`src/rtl/oag_pkg.sv`:
```
// Behaviour
// - mode 0: workspace register is the operand
// - mode 1: register contents give operand address
// - mode 2: fetch one extension word per operand
// - mode 2, register 0: extension word is address
// - mode 2, register n: register plus extension word
// - register zero never serves as index register
// - mode 3: use register, then add step back
// - jump target: address plus two plus twice displacement
// - jump targets always land on even addresses
// - io base is bits 12..1 of register 12
// - io bit address: base plus sign-extended displacement
// - set_io_bit_one drives one to the bit
// - set_io_bit_zero drives zero to the bit
// - byte indicator 1 selects byte, 0 word
`default_nettype none
package oag_pkg;
    localparam int unsigned OAG_AW = 6;
    localparam logic [5:0] OFS_CTRL = 6'h00;
    localparam logic [5:0] OFS_STATUS = 6'h04;
    localparam logic [5:0] OFS_INSTR = 6'h08;
    localparam logic [5:0] OFS_KIND = 6'h0c;
    localparam logic [5:0] OFS_WP = 6'h10;
    localparam logic [5:0] OFS_PC = 6'h14;
    localparam logic [5:0] OFS_SRC_EA = 6'h18;
    localparam logic [5:0] OFS_DST_EA = 6'h1c;
    localparam logic [5:0] OFS_TARGET = 6'h20;
    localparam logic [5:0] OFS_IO_ADDR = 6'h24;
    localparam logic [15:0] RST_WORD = 16'h0000;
    localparam logic [2:0] RST_KIND = 3'h0;
    localparam logic [11:0] RST_IO_ADDR = 12'h000;
    // field positions of the instruction word and the control register, bit 0 is the least significant
    localparam int unsigned POS_BYTE = 12;
    localparam int unsigned POS_TD = 10;
    localparam int unsigned POS_D = 6;
    localparam int unsigned POS_TS = 4;
    localparam int unsigned POS_S = 0;
    localparam int unsigned POS_CTRL_START = 0;
    localparam logic [1:0] MODE_REG = 2'h0;
    localparam logic [1:0] MODE_IND = 2'h1;
    localparam logic [1:0] MODE_MEM = 2'h2;
    localparam logic [1:0] MODE_AUTO = 2'h3;
    localparam logic [2:0] KIND_TWO = 3'h0;
    localparam logic [2:0] KIND_ONE = 3'h1;
    localparam logic [2:0] KIND_JUMP = 3'h2;
    localparam logic [2:0] KIND_BIT_ONE = 3'h3;
    localparam logic [2:0] KIND_BIT_ZERO = 3'h4;
    localparam logic [3:0] IO_BASE_REG = 4'hc;
    localparam logic [3:0] REG_ZERO = 4'h0;
    localparam logic [15:0] STEP_BYTE = 16'h0001;
    localparam logic [15:0] STEP_WORD = 16'h0002;
    localparam logic [15:0] WORD_BYTES = 16'h0002;

    typedef enum logic [3:0] {
        ST_IDLE = 4'b0000,
        ST_DECODE = 4'b0001,
        ST_FETCH_EXT = 4'b0010,
        ST_READ_REG = 4'b0011,
        ST_WRITE_REG = 4'b0100,
        ST_NEXT = 4'b0101,
        ST_READ_IOBASE = 4'b0110,
        ST_IO_DRIVE = 4'b0111
    } oag_state_t;

    // memory word address of workspace register n
    function automatic logic [15:0] oag_reg_addr(input logic [15:0] wp, input logic [3:0] n);
        oag_reg_addr = wp + {11'h000, n, 1'b0};
    endfunction : oag_reg_addr

    function automatic logic [15:0] oag_sext8(input logic [7:0] d);
        oag_sext8 = {{8{d[7]}}, d};
    endfunction : oag_sext8
endpackage : oag_pkg
`default_nettype wire

```
`src/rtl/oag_field_decode.sv`:
```
`timescale 1ns/10ps
`default_nettype none
module oag_field_decode (
    input wire logic [15:0] instr,
    input wire logic use_dst,
    output logic [1:0] op_mode,
    output logic [3:0] op_reg,
    output logic [15:0] step
);
    import oag_pkg::*;

    always_comb begin
        op_mode = use_dst ? instr[POS_TD +: 2] : instr[POS_TS +: 2];
        op_reg = use_dst ? instr[POS_D +: 4] : instr[POS_S +: 4];
        step = instr[POS_BYTE] ? STEP_BYTE : STEP_WORD;
    end
endmodule : oag_field_decode
`default_nettype wire

```
`src/rtl/oag_addr_calc.sv`:
```
`timescale 1ns/10ps
`default_nettype none
module oag_addr_calc (
    input wire logic [15:0] pc,
    input wire logic [7:0] disp,
    input wire logic [15:0] iobase_word,
    output logic [15:0] jump_target,
    output logic [11:0] io_bit_addr
);
    import oag_pkg::*;

    logic [15:0] sum;
    logic [15:0] disp_ext;

    always_comb begin
        disp_ext = oag_sext8(disp);
        sum = pc + WORD_BYTES + {disp_ext[14:0], 1'b0};
        jump_target = {sum[15:1], 1'b0};
        io_bit_addr = iobase_word[12:1] + disp_ext[11:0];
    end
endmodule : oag_addr_calc
`default_nettype wire

```
`src/rtl/oag_operand_address_generator.sv`:
```
// Design decisions made here: the placing of the registers and the Avalon-MM interface to the registers.
`timescale 1ns/10ps
`default_nettype none
module oag_operand_address_generator (
    input wire logic clk,
    input wire logic nrst,
    input wire logic [oag_pkg::OAG_AW-1:0] avs_address,
    input wire logic avs_read,
    input wire logic avs_write,
    input wire logic [31:0] avs_writedata,
    output logic [31:0] avs_readdata,
    output logic avs_waitrequest,
    output logic mem_req,
    output logic mem_we,
    output logic [15:0] mem_addr,
    output logic [15:0] mem_wdata,
    input wire logic [15:0] mem_rdata,
    input wire logic mem_ack,
    output logic [11:0] io_addr,
    output logic io_bit,
    output logic io_write
);
    import oag_pkg::*;

    oag_state_t state, next_state;
    logic [15:0] wp, next_wp, pc, next_pc, instr, next_instr;
    logic [2:0] kind, next_kind;
    logic [15:0] cur_ea, next_cur_ea, ext, next_ext, ext_ptr, next_ext_ptr;
    logic [15:0] src_ea, next_src_ea, dst_ea, next_dst_ea, target, next_target;
    logic cur_dst, next_cur_dst, cur_is_reg, next_cur_is_reg;
    logic src_is_reg, next_src_is_reg, dst_is_reg, next_dst_is_reg;
    logic done, next_done;
    logic next_mem_req, next_mem_we, next_io_bit, next_io_write;
    logic [15:0] next_mem_addr, next_mem_wdata;
    logic [11:0] next_io_addr;
    logic [31:0] next_readdata;
    logic next_waitrequest;
    logic [1:0] op_mode;
    logic [3:0] op_reg;
    logic [15:0] step, jump_target;
    logic [11:0] io_bit_addr;
    logic bus_req, bus_wr_done, idle, start;

    oag_field_decode u_decode (
        .instr(instr),
        .use_dst(cur_dst),
        .op_mode(op_mode),
        .op_reg(op_reg),
        .step(step)
    );

    oag_addr_calc u_calc (
        .pc(pc),
        .disp(instr[7:0]),
        .iobase_word(mem_rdata),
        .jump_target(jump_target),
        .io_bit_addr(io_bit_addr)
    );

    // register bus: one wait cycle, then the answer stands for one cycle
    always_comb begin
        idle = (state == ST_IDLE);
        bus_req = avs_read | avs_write;
        bus_wr_done = avs_write & ~avs_waitrequest;
        start = bus_wr_done & idle & (avs_address == OFS_CTRL) & avs_writedata[POS_CTRL_START];
        next_waitrequest = ~(bus_req & avs_waitrequest);
        next_wp = wp;
        next_pc = pc;
        next_instr = instr;
        next_kind = kind;
        if (bus_wr_done && idle) begin
            unique case (avs_address)
                OFS_INSTR: next_instr = avs_writedata[15:0];
                OFS_KIND: next_kind = avs_writedata[2:0];
                OFS_WP: next_wp = avs_writedata[15:0];
                OFS_PC: next_pc = avs_writedata[15:0];
                default: next_wp = wp;
            endcase
        end
        next_readdata = 32'h0000_0000;
        if (bus_req && avs_waitrequest) begin
            unique case (avs_address)
                OFS_STATUS: next_readdata = {28'h000_0000, dst_is_reg, src_is_reg, done, ~idle};
                OFS_INSTR: next_readdata = {16'h0000, instr};
                OFS_KIND: next_readdata = {29'h0000_0000, kind};
                OFS_WP: next_readdata = {16'h0000, wp};
                OFS_PC: next_readdata = {16'h0000, pc};
                OFS_SRC_EA: next_readdata = {16'h0000, src_ea};
                OFS_DST_EA: next_readdata = {16'h0000, dst_ea};
                OFS_TARGET: next_readdata = {16'h0000, target};
                OFS_IO_ADDR: next_readdata = {20'h0_0000, io_addr};
                default: next_readdata = 32'h0000_0000;
            endcase
        end
    end

    always_ff @(posedge clk or negedge nrst) begin
        if (!nrst) begin
            avs_waitrequest <= 1'b1;
            avs_readdata <= 32'h0000_0000;
            wp <= RST_WORD;
            pc <= RST_WORD;
            instr <= RST_WORD;
            kind <= RST_KIND;
        end else begin
            avs_waitrequest <= next_waitrequest;
            avs_readdata <= next_readdata;
            wp <= next_wp;
            pc <= next_pc;
            instr <= next_instr;
            kind <= next_kind;
        end
    end

    // operand sequencer
    always_comb begin
        next_state = state;
        next_cur_dst = cur_dst;
        next_cur_ea = cur_ea;
        next_cur_is_reg = cur_is_reg;
        next_ext = ext;
        next_ext_ptr = ext_ptr;
        next_src_ea = src_ea;
        next_src_is_reg = src_is_reg;
        next_dst_ea = dst_ea;
        next_dst_is_reg = dst_is_reg;
        next_target = target;
        next_done = done;
        next_mem_req = 1'b0;
        next_mem_we = 1'b0;
        next_mem_addr = mem_addr;
        next_mem_wdata = mem_wdata;
        next_io_addr = io_addr;
        next_io_bit = io_bit;
        next_io_write = 1'b0;
        unique case (state)
            ST_IDLE: begin
                if (start) begin
                    next_done = 1'b0;
                    next_cur_dst = 1'b0;
                    next_ext_ptr = pc + WORD_BYTES;
                    next_state = ST_DECODE;
                end
            end
            ST_DECODE: begin
                next_cur_is_reg = 1'b0;
                if (kind == KIND_JUMP) begin
                    next_target = jump_target;
                    next_done = 1'b1;
                    next_state = ST_IDLE;
                end else if (kind == KIND_BIT_ONE || kind == KIND_BIT_ZERO) begin
                    next_mem_req = 1'b1;
                    next_mem_addr = oag_reg_addr(wp, IO_BASE_REG);
                    next_state = ST_READ_IOBASE;
                end else if (op_mode == MODE_REG) begin
                    next_cur_ea = oag_reg_addr(wp, op_reg);
                    next_cur_is_reg = 1'b1;
                    next_state = ST_NEXT;
                end else if (op_mode == MODE_MEM) begin
                    next_mem_req = 1'b1;
                    next_mem_addr = ext_ptr;
                    next_state = ST_FETCH_EXT;
                end else begin
                    next_mem_req = 1'b1;
                    next_mem_addr = oag_reg_addr(wp, op_reg);
                    next_state = ST_READ_REG;
                end
            end
            ST_FETCH_EXT: begin
                next_mem_req = ~mem_ack;
                if (mem_ack) begin
                    next_ext = mem_rdata;
                    next_ext_ptr = ext_ptr + WORD_BYTES;
                    if (op_reg == REG_ZERO) begin
                        next_cur_ea = mem_rdata;
                        next_state = ST_NEXT;
                    end else begin
                        next_mem_req = 1'b1;
                        next_mem_addr = oag_reg_addr(wp, op_reg);
                        next_state = ST_READ_REG;
                    end
                end
            end
            ST_READ_REG: begin
                next_mem_req = ~mem_ack;
                if (mem_ack) begin
                    next_state = ST_NEXT;
                    if (op_mode == MODE_MEM) begin
                        next_cur_ea = mem_rdata + ext;
                    end else if (op_mode == MODE_AUTO) begin
                        next_cur_ea = mem_rdata;
                        next_mem_req = 1'b1;
                        next_mem_we = 1'b1;
                        next_mem_wdata = mem_rdata + step;
                        next_state = ST_WRITE_REG;
                    end else begin
                        next_cur_ea = mem_rdata;
                    end
                end
            end
            ST_WRITE_REG: begin
                next_mem_req = ~mem_ack;
                next_mem_we = ~mem_ack;
                if (mem_ack) begin
                    next_state = ST_NEXT;
                end
            end
            ST_NEXT: begin
                if (cur_dst) begin
                    next_dst_ea = cur_ea;
                    next_dst_is_reg = cur_is_reg;
                end else begin
                    next_src_ea = cur_ea;
                    next_src_is_reg = cur_is_reg;
                end
                if (kind == KIND_TWO && !cur_dst) begin
                    next_cur_dst = 1'b1;
                    next_state = ST_DECODE;
                end else begin
                    next_done = 1'b1;
                    next_state = ST_IDLE;
                end
            end
            ST_READ_IOBASE: begin
                next_mem_req = ~mem_ack;
                if (mem_ack) begin
                    next_io_addr = io_bit_addr;
                    next_state = ST_IO_DRIVE;
                end
            end
            ST_IO_DRIVE: begin
                next_io_write = 1'b1;
                next_io_bit = (kind == KIND_BIT_ONE);
                next_done = 1'b1;
                next_state = ST_IDLE;
            end
            default: next_state = ST_IDLE;
        endcase
    end

    always_ff @(posedge clk or negedge nrst) begin
        if (!nrst) begin
            state <= ST_IDLE;
            cur_dst <= 1'b0;
            cur_ea <= RST_WORD;
            cur_is_reg <= 1'b0;
            ext <= RST_WORD;
            ext_ptr <= RST_WORD;
            src_ea <= RST_WORD;
            src_is_reg <= 1'b0;
            dst_ea <= RST_WORD;
            dst_is_reg <= 1'b0;
            target <= RST_WORD;
            done <= 1'b0;
            mem_req <= 1'b0;
            mem_we <= 1'b0;
            mem_addr <= RST_WORD;
            mem_wdata <= RST_WORD;
            io_addr <= RST_IO_ADDR;
            io_bit <= 1'b0;
            io_write <= 1'b0;
        end else begin
            state <= next_state;
            cur_dst <= next_cur_dst;
            cur_ea <= next_cur_ea;
            cur_is_reg <= next_cur_is_reg;
            ext <= next_ext;
            ext_ptr <= next_ext_ptr;
            src_ea <= next_src_ea;
            src_is_reg <= next_src_is_reg;
            dst_ea <= next_dst_ea;
            dst_is_reg <= next_dst_is_reg;
            target <= next_target;
            done <= next_done;
            mem_req <= next_mem_req;
            mem_we <= next_mem_we;
            mem_addr <= next_mem_addr;
            mem_wdata <= next_mem_wdata;
            io_addr <= next_io_addr;
            io_bit <= next_io_bit;
            io_write <= next_io_write;
        end
    end

    logic is_gen;
    logic [15:0] disp_sext;
    assign is_gen = (kind == KIND_TWO || kind == KIND_ONE);
    assign disp_sext = oag_sext8(instr[7:0]);
endmodule : oag_operand_address_generator
`default_nettype wire

```
`config.mk`:
```
export PLATFORM = sky130hd
export DESIGN_NAME = oag_operand_address_generator
export DESIGN_NICKNAME = d
export VERILOG_FILES = /design/src/rtl/oag_pkg.sv /design/src/rtl/oag_field_decode.sv /design/src/rtl/oag_addr_calc.sv /design/src/rtl/oag_operand_address_generator.sv
export SDC_FILE = /design/constraint.sdc
export NUM_CORES = 1
export LEC_CHECK = 0
export ABC_AREA = 0
export BUFFER_PORTS_ARGS = -buffer_cell sky130_fd_sc_hd__buf_2
export CORE_MARGIN = 1
export CORE_UTILIZATION = 31
export DETAILED_ROUTE_END_ITERATION = 7
export GPL_ROUTABILITY_DRIVEN = 0
export SYNTH_ARGS = -nofsm -noshare
export SYNTH_HDL_FRONTEND = slang
export SYNTH_SLANG_ARGS = --single-unit
```
`constraint.sdc`:
```
create_clock -name clk -period 6.39 [get_ports clk]
set_input_delay 1.278 -clock clk [delete_from_list [all_inputs] [get_ports clk]]
set_output_delay 1.278 -clock clk [all_outputs]
set_load 0.01 [all_outputs]
```
==> flow_summary.json, run 1 <==
{
  "ys_types": 71,
  "drtIter0Drc": 919,
  "final_cell_mix": "218 x dfrtp_1, 145 x nand2_1, 113 x mux2_2",
  "core_region_area_um2": 41020,
  "finalPower_mw": 5.503,
  "hpwlAfterDp_um": 30080,
  "p_leak_nw": 6.843,
  "synth_edf_count": 0,
  "rrSetupSlack_ns": 2.78,
  "cts.sinks": 219,
  "hold_ws_ns": 0.4728,
  "vias_per_cell": 5.446,
  "hold_viol_final": 0,
  "first_pass_iters": 8,
  "dpl_worst_slack_ns": 2.297,
  "synth_cells": 1338,
  "max_freq_mhz": 277.1,
  "fin_crit_ns": 3.609,
  "ios": 140,
  "cts_resized": 0,
  "drt_wl_total_um": 40390,
  "die_y_um": 206.4,
  "clk_latency_ns": 0.53,
  "violations": "DRC",
  "final.setup.tns_ns": 0,
  "multi_input_area_um2": 7033,
  "grt_pass1_vias": 10350,
  "critPathKind": "flip-flop to flip-flop",
  "start_kind": "flip-flop",
  "gr-total-overflow": 0,
  "antenna_cells": 0,
  "clock_path_buffers": 3,
  "synth.avg_cell_area_um2": 9.679,
  "cts_tree": "yes",
  "synth_ff_type": "dfrtp_1",
  "die_w_um": 206.4,
  "ctsHoldBuffers": 0,
  "fin_skew_ns": 0.01442,
  "arrival_ns": 3.96,
  "cp-end-kind": "flip-flop",
  "port_buffers": 107,
  "outcome": "finished with violations",
  "required_ns": 6.75,
  "post-route-period-util_pct": 56.48,
  "slew_headroom_pct": 19.00,
  "regArea_um2": 5482,
  "p_per_area_nw_per_um2": 370.0,
  "path_max_fanout": 7,
  "clk_pin_slew_ns": 0.06,
  "grt_max_degree": 156,
  "synth_area_um2": 12950,
  "hold_path.class": "flip-flop to flip-flop",
  "drc_errors": 15,
  "antenna_found_initial": 0,
  "finalNetCount": 1535,
  "tightest_slew_ns": 1.211,
  "drv_slew": 0,
  "syn_to_final_growth_pct": 14.83,
  "routedWlPerCell_um": 20.52,
  "grt_pass1_wl_um": 62490,
  "die-area_um2": 42590,
  "grt_setup_unrepaired": "false",
  "grt_use_total_pct": 19.22,
  "drive_above_1_share_pct": 20.54,
  "ant_nets": 0,
  "rows": 74,
  "yosysWarnings": 0,
  "synth.yosys.seq_area_share_pct": 42.33,
  "htree_levels": 1,
  "cts_buffers": 25,
  "ir_worst_vdd_mv": 0.1839,
  "cts_setup_buffers": 0,
  "setup_violations": 0,
  "async_flop_share_pct": 100.0,
  "clockRootBuffer": "clkbuf_16",
  "maxCapViolations": 0,
  "ys_ff_latch": 219,
  "start_util_pct": 31.57,
  "setup_ws_ns": 2.781,
  "vias": 10720,
  "final_common_cell": "dfrtp_1",
  "fill_cells": 4073
}
## critical path, cell delays in order, from the launching register on
cell,delay [ns]
dfrtp_1,0.51
nand2_1,0.16
or2_2,0.31
xnor2_1,0.42
ha_1,0.37
o211ai_1,0.10
o21ai_0,0.19
o31a_1,0.35
o41ai_1,0.51
o21ai_0,0.24
xnor2_1,0.19
o21ai_0,0.09
## synthesized netlist by cell type, types with 18 or more instances
master / number / share of area (%)
nor3_1: 20 / 0.77
o21ai_0: 108 / 4.2
xor2_1: 30 / 2.0
dfrtp_1: 218 / 42
nand2_1: 145 / 4.2
a21oi_1: 80 / 3.1
xnor2_1: 47 / 3.2
nand3_1: 37 / 1.4
mux2_2: 113 / 9.8
nor2_1: 99 / 2.9
clkbuf_1: 54 / 1.6
inv_1: 29 / 0.84
buf_4: 18 / 1.0
a221oi_1: 24 / 1.6
a21o_1: 20 / 1.2
ha_1: 53 / 5.1
## per-layer routing
metal	share of wire, %	vias to the layer above	wire, µm	global-route usage (%)
met2	45	385	18200	30.28
met5	0	-	0	0
met4	1.9	0	770	5.173
li1	-	4985	-	-
met1	46	5294	18620	27.28
met3	6.9	53	2806	2.822
## final cells by class
type	count	share of cell area, %
inverter	29	0.7320
clock buffer	31	4.560
timing repair buffer	122	4.510
clock inverter	14	1.565
multi-input combinational	1021	47.29
tap	532	4.476
sequential	219	36.86
## path summary, 6_finish.rpt
path / cells past startpoint / startpoint / end
max in group asynchronous: 2 / nrst / instr[14]$_DFFE_PN0P_
min reg2reg: 2 / mem_wdata[5]$_DFFE_PN0P_ / mem_wdata[5]$_DFFE_PN0P_
min: 2 / mem_wdata[5]$_DFFE_PN0P_ / mem_wdata[5]$_DFFE_PN0P_
min in group asynchronous: 1 / nrst / mem_wdata[12]$_DFFE_PN0P_
max reg2reg: 11 / pc[1]$_DFFE_PN0P_ / target[15]$_DFFE_PN0P_
max: 11 / pc[1]$_DFFE_PN0P_ / target[15]$_DFFE_PN0P_
## cells by family after synthesis
| logic type | Yosys count | share of synthesized area (%) |
|---|---|---|
| xor gates and xnor gates | 77 | 5.208 |
| other | 1 | 0.02896 |
| adders and majority gates | 58 | 5.894 |
| DFF | 219 | 42.33 |
| buffers and inverters | 113 | 3.894 |
| and+or+nand+nor | 391 | 13.92 |
| AOI/OAI and AO/OA | 355 | 17.66 |
| muxes | 124 | 11.06 |
## report_power, final
| part | internal [mW] | total, mW | switching [mW] | leakage [nW] |
|---|---|---|---|---|
| Sequential | 1.72 | 2.09 | 0.364 | 2.93 |
| Clock | 0.996 | 1.60 | 0.599 | 0.442 |
| Combinational | 0.758 | 1.82 | 1.06 | 3.48 |
## metrics by stage
step | area [µm²] | util, % | cells
after global routing | 14870 | 36.25 | 1968
after detailed placement | 13960 | 34.03 | 1923
after global placement | 13960 | 34.03 | 1923
final | 14870 | 36.25 | 1968
after CTS | 14870 | 36.25 | 1968
after floorplan | 13010 | - | 1353
No activity file was read; power rests on OpenSTA's default activity.
==> run 2, diff against run 1 <==
--- a/config.mk
+++ b/config.mk
@@ -5,7 +5,7 @@
 export SDC_FILE = /design/constraint.sdc
 export NUM_CORES = 1
 export LEC_CHECK = 0
-export ABC_AREA = 0
+export ABC_AREA = 1
 export BUFFER_PORTS_ARGS = -buffer_cell sky130_fd_sc_hd__buf_2
 export CORE_MARGIN = 1
 export CORE_UTILIZATION = 31
==> constraint.sdc (replaced) <==
create_clock -name clk -period 3.4 [get_ports clk]
set_input_delay 0.68 -clock clk [delete_from_list [all_inputs] [get_ports clk]]
set_output_delay 0.68 -clock clk [all_outputs]
set_load 0.01 [all_outputs]
==> run 2 against run 1 <==
Compared with the run above: the flow now finishes without violations; synthesized area rose by 6.5%; wire length rose by 15%; worst setup slack got worse by 2.3 ns; register-to-register slack got worse by 2.3 ns; clock power rose by 77%; non-clock buffer count rose by 2; combinational power rose by 97%; count of clock-buffer cells in the layout rose by 1; critical path type unchanged; highest routed layer unchanged.
==> flow_summary.json, run 2 <==
{
  "synth_cells": 1887,
  "fin_skew_ns": 0.01081,
  "grt_use_total_pct": 20.76,
  "hold_viol_final": 0,
  "synth_top_area_cell": "dfrtp_1",
  "reg2regPathDepth": 16,
  "yosysWarnings": 0,
  "ys_ff_latch": 219,
  "critPathLaunch": "pc[1]$_DFFE_PN0P_",
  "switchingPower_mw": 4.178,
  "synth_ff_type": "dfrtp_1",
  "grt_setup_unrepaired": "false",
  "start_util_pct": 31.73,
  "regArea_um2": 5482,
  "start_kind": "flip-flop",
  "slew_headroom_pct": 28.22,
  "clk_latency_ns": 0.54,
  "htree_levels": 1,
  "finalNetCount": 2102,
  "fill_cells": 4571,
  "crit_buf_inv": 2,
  "grt_max_degree": 85,
  "synth_area_um2": 13790,
  "arrival_ns": 3.36,
  "clockRootBuffer": "clkbuf_16",
  "synth.yosys.seq_area_share_pct": 39.75,
  "fin_crit_ns": 2.929,
  "synth_edf_count": 0,
  "syn_to_final_growth_pct": 14.16,
  "grt_pass1_vias": 12450,
  "cts_setup_buffers": 0,
  "die_w_um": 212.9,
  "ios": 140,
  "p_leak_nw": 7.892,
  "gr-total-overflow": 0,
  "clock_path_buffers": 3,
  "finalPower_mw": 10.32,
  "core_region_area_um2": 43460,
  "vias_per_cell": 5.086,
  "final_cell_mix": "551 x nand2_1, 233 x inv_1, 218 x dfrtp_1",
  "post-route-period-util_pct": 86.15,
  "place_area_um2": 14890,
  "vias": 13170,
  "setup_violations": 0,
  "synth.avg_cell_area_um2": 7.308,
  "cts.sinks": 219,
  "synth_top_cell_area_share_pct": 39.56,
  "seqPwrFrac_pct": 37.7,
  "reg2reg_from": "pc[1]$_DFFE_PN0P_",
  "final_common_cell": "nand2_1",
  "synthTopCellsByCount": "551 x nand2_1, 233 x inv_1, 218 x dfrtp_1, 180 x o21ai_0, 112 x nor2_1",
  "slowest_delay_ns": 0.45,
  "hpwlAfterDp_um": 36170,
  "drv_slew": 0,
  "antenna_found_initial": 0,
  "ys_types": 60,
  "cts_buffers": 25,
  "drive_above_1_share_pct": 10.98,
  "max_freq_mhz": 341.4,
  "ctsHoldBuffers": 0,
  "antenna_cells": 0,
  "drc_errors": 0,
  "path_max_fanout": 5,
  "p_per_area_nw_per_um2": 655.3,
  "synth_most_common_cell": "nand2_1",
  "fin_util_pct": 36.23,
  "final.setup.tns_ns": 0,
  "die-area_um2": 45330,
  "async_flop_share_pct": 100.0,
  "clk_pin_slew_ns": 0.06,
  "cp_slowest_cell": "dfrtp_1",
  "routedWlPerCell_um": 17.96,
  "cellInternalPower_mw": 6.139,
  "outcome": "completed",
  "hold_ws_ns": 0.1392,
  "die_y_um": 212.9,
  "critPathKind": "flip-flop to flip-flop",
  "path_delay_family": "simple AND/OR/NAND/NOR gates",
  "cts_tree": "yes",
  "first_pass_iters": 5,
  "cp-end-kind": "flip-flop",
  "multi_input_area_um2": 7028,
  "ir_worst_vdd_mv": 0.3520,
  "ant_nets": 0,
  "cp.depth": 16,
  "drtIter0Drc": 1212,
  "port_buffers": 107,
  "synth_top_cells_by_area": "dfrtp_1 40%, nand2_1 15%, o21ai_0 6.5%, inv_1 6.3%, ha_1 4.8%",
  "cts_resized": 0,
  "p_clk_share_pct": 27.5,
  "crit_chain": "ha_1 > nand3_1 > nor2_1 > nand2_1 > nor2_1 > inv_1 > o21bai_1 > nand2_1 > inv_1 > ha_1 > a21oi_1 > o221ai_1 > a21oi_1 > nand3_1 > nand3_1 > nand2_1",
  "maxCapViolations": 0,
  "grt_pass1_wl_um": 72380,
  "hold_path.class": "primary input to asynchronous set/reset pin",
  "tightest_slew_ns": 1.074,
  "netSwitchingFraction_pct": 40.49,
  "required_ns": 3.83,
  "p_comb_share_pct": 34.8,
  "rows": 76,
  "drt_wl_total_um": 46490,
  "fin_area_um2": 15740
}
-- run 2: routing by layer --
metal	wire, µm	vias up	global-route usage [%]
met1	21200	6199	30.15
li1	-	6317	-
met5	0	-	0
met4	1542	0	6.624
met2	20110	560	31.69
met3	3631	92	2.780
-- run 2: path summary, 6_finish.rpt --
check / end / slack (ns)
setup / recovery: target[14]$_DFFE_PN0P_ / 0.47
min in group clk: wp[13]$_DFFE_PN0P_ / 0.46
hold reg to reg: mem_wdata[1]$_DFFE_PN0P_ / 0.47
hold / removal: ext_ptr[15]$_DFFE_PN0P_ / 0.14
max in group asynchronous: cur_ea[4]$_DFFE_PN0P_ / 2.41
setup reg to reg: target[14]$_DFFE_PN0P_ / 0.47
-- run 2: final cells by class --
type	count	share of cell area [%]
tap	585	4.649
inverter	251	6.017
sequential	219	34.82
timing repair buffer	124	4.435
multi-input combinational	1364	44.64
clock buffer	32	4.395
clock inverter	14	1.041
-- run 2: cells by family (layout without fill, tap and decap cells) --
kind of cell | Yosys count | after routing | synth area share (%)
AO/OA/AOI/OAI | 390 | 390 | 15.93
XOR/XNOR | 47 | 47 | 2.985
adder cells (fa/ha/maj) | 58 | 58 | 5.535
buffers and inverters | 319 | 421 | 9.691
flip-flops | 219 | 219 | 39.75
other | 1 | 16 | 0.02719
AND/OR/NAND/NOR | 853 | 853 | 26.08
-- run 2: worst register-to-register path, cell delays in order (launching register included) --
cell	delay, ns
dfrtp_1	0.45
ha_1	0.24
nand3_1	0.12
nor2_1	0.22
nand2_1	0.12
nor2_1	0.17
inv_1	0.08
o21bai_1	0.13
nand2_1	0.07
inv_1	0.11
ha_1	0.29
a21oi_1	0.24
o221ai_1	0.13
a21oi_1	0.18
nand3_1	0.10
nand3_1	0.11
nand2_1	0.06
-- run 2: stage by stage --
stage / setup slack, ns / cells
5_1_grt: 0.1868 / 2589
6_report: 0.4710 / 2589
4_1_cts: 0.5209 / 2589
2_1_floorplan: 0.8013 / 1902
3_3_place_gp: 0.6061 / 2543
3_5_place_dp: 0.5258 / 2543
-- run 2: power groups by stage --
stage / sequential [mW] / clock (mW) / combinational (mW)
3_3_place_gp: 3.90 / 0 / 3.49
2_1_floorplan: 3.74 / 0 / 2.48
5_1_grt: 3.96 / 2.97 / 4.04
6_report: 3.89 / 2.84 / 3.59
4_1_cts: 3.88 / 2.88 / 3.57
3_5_place_dp: 3.91 / 0 / 3.55
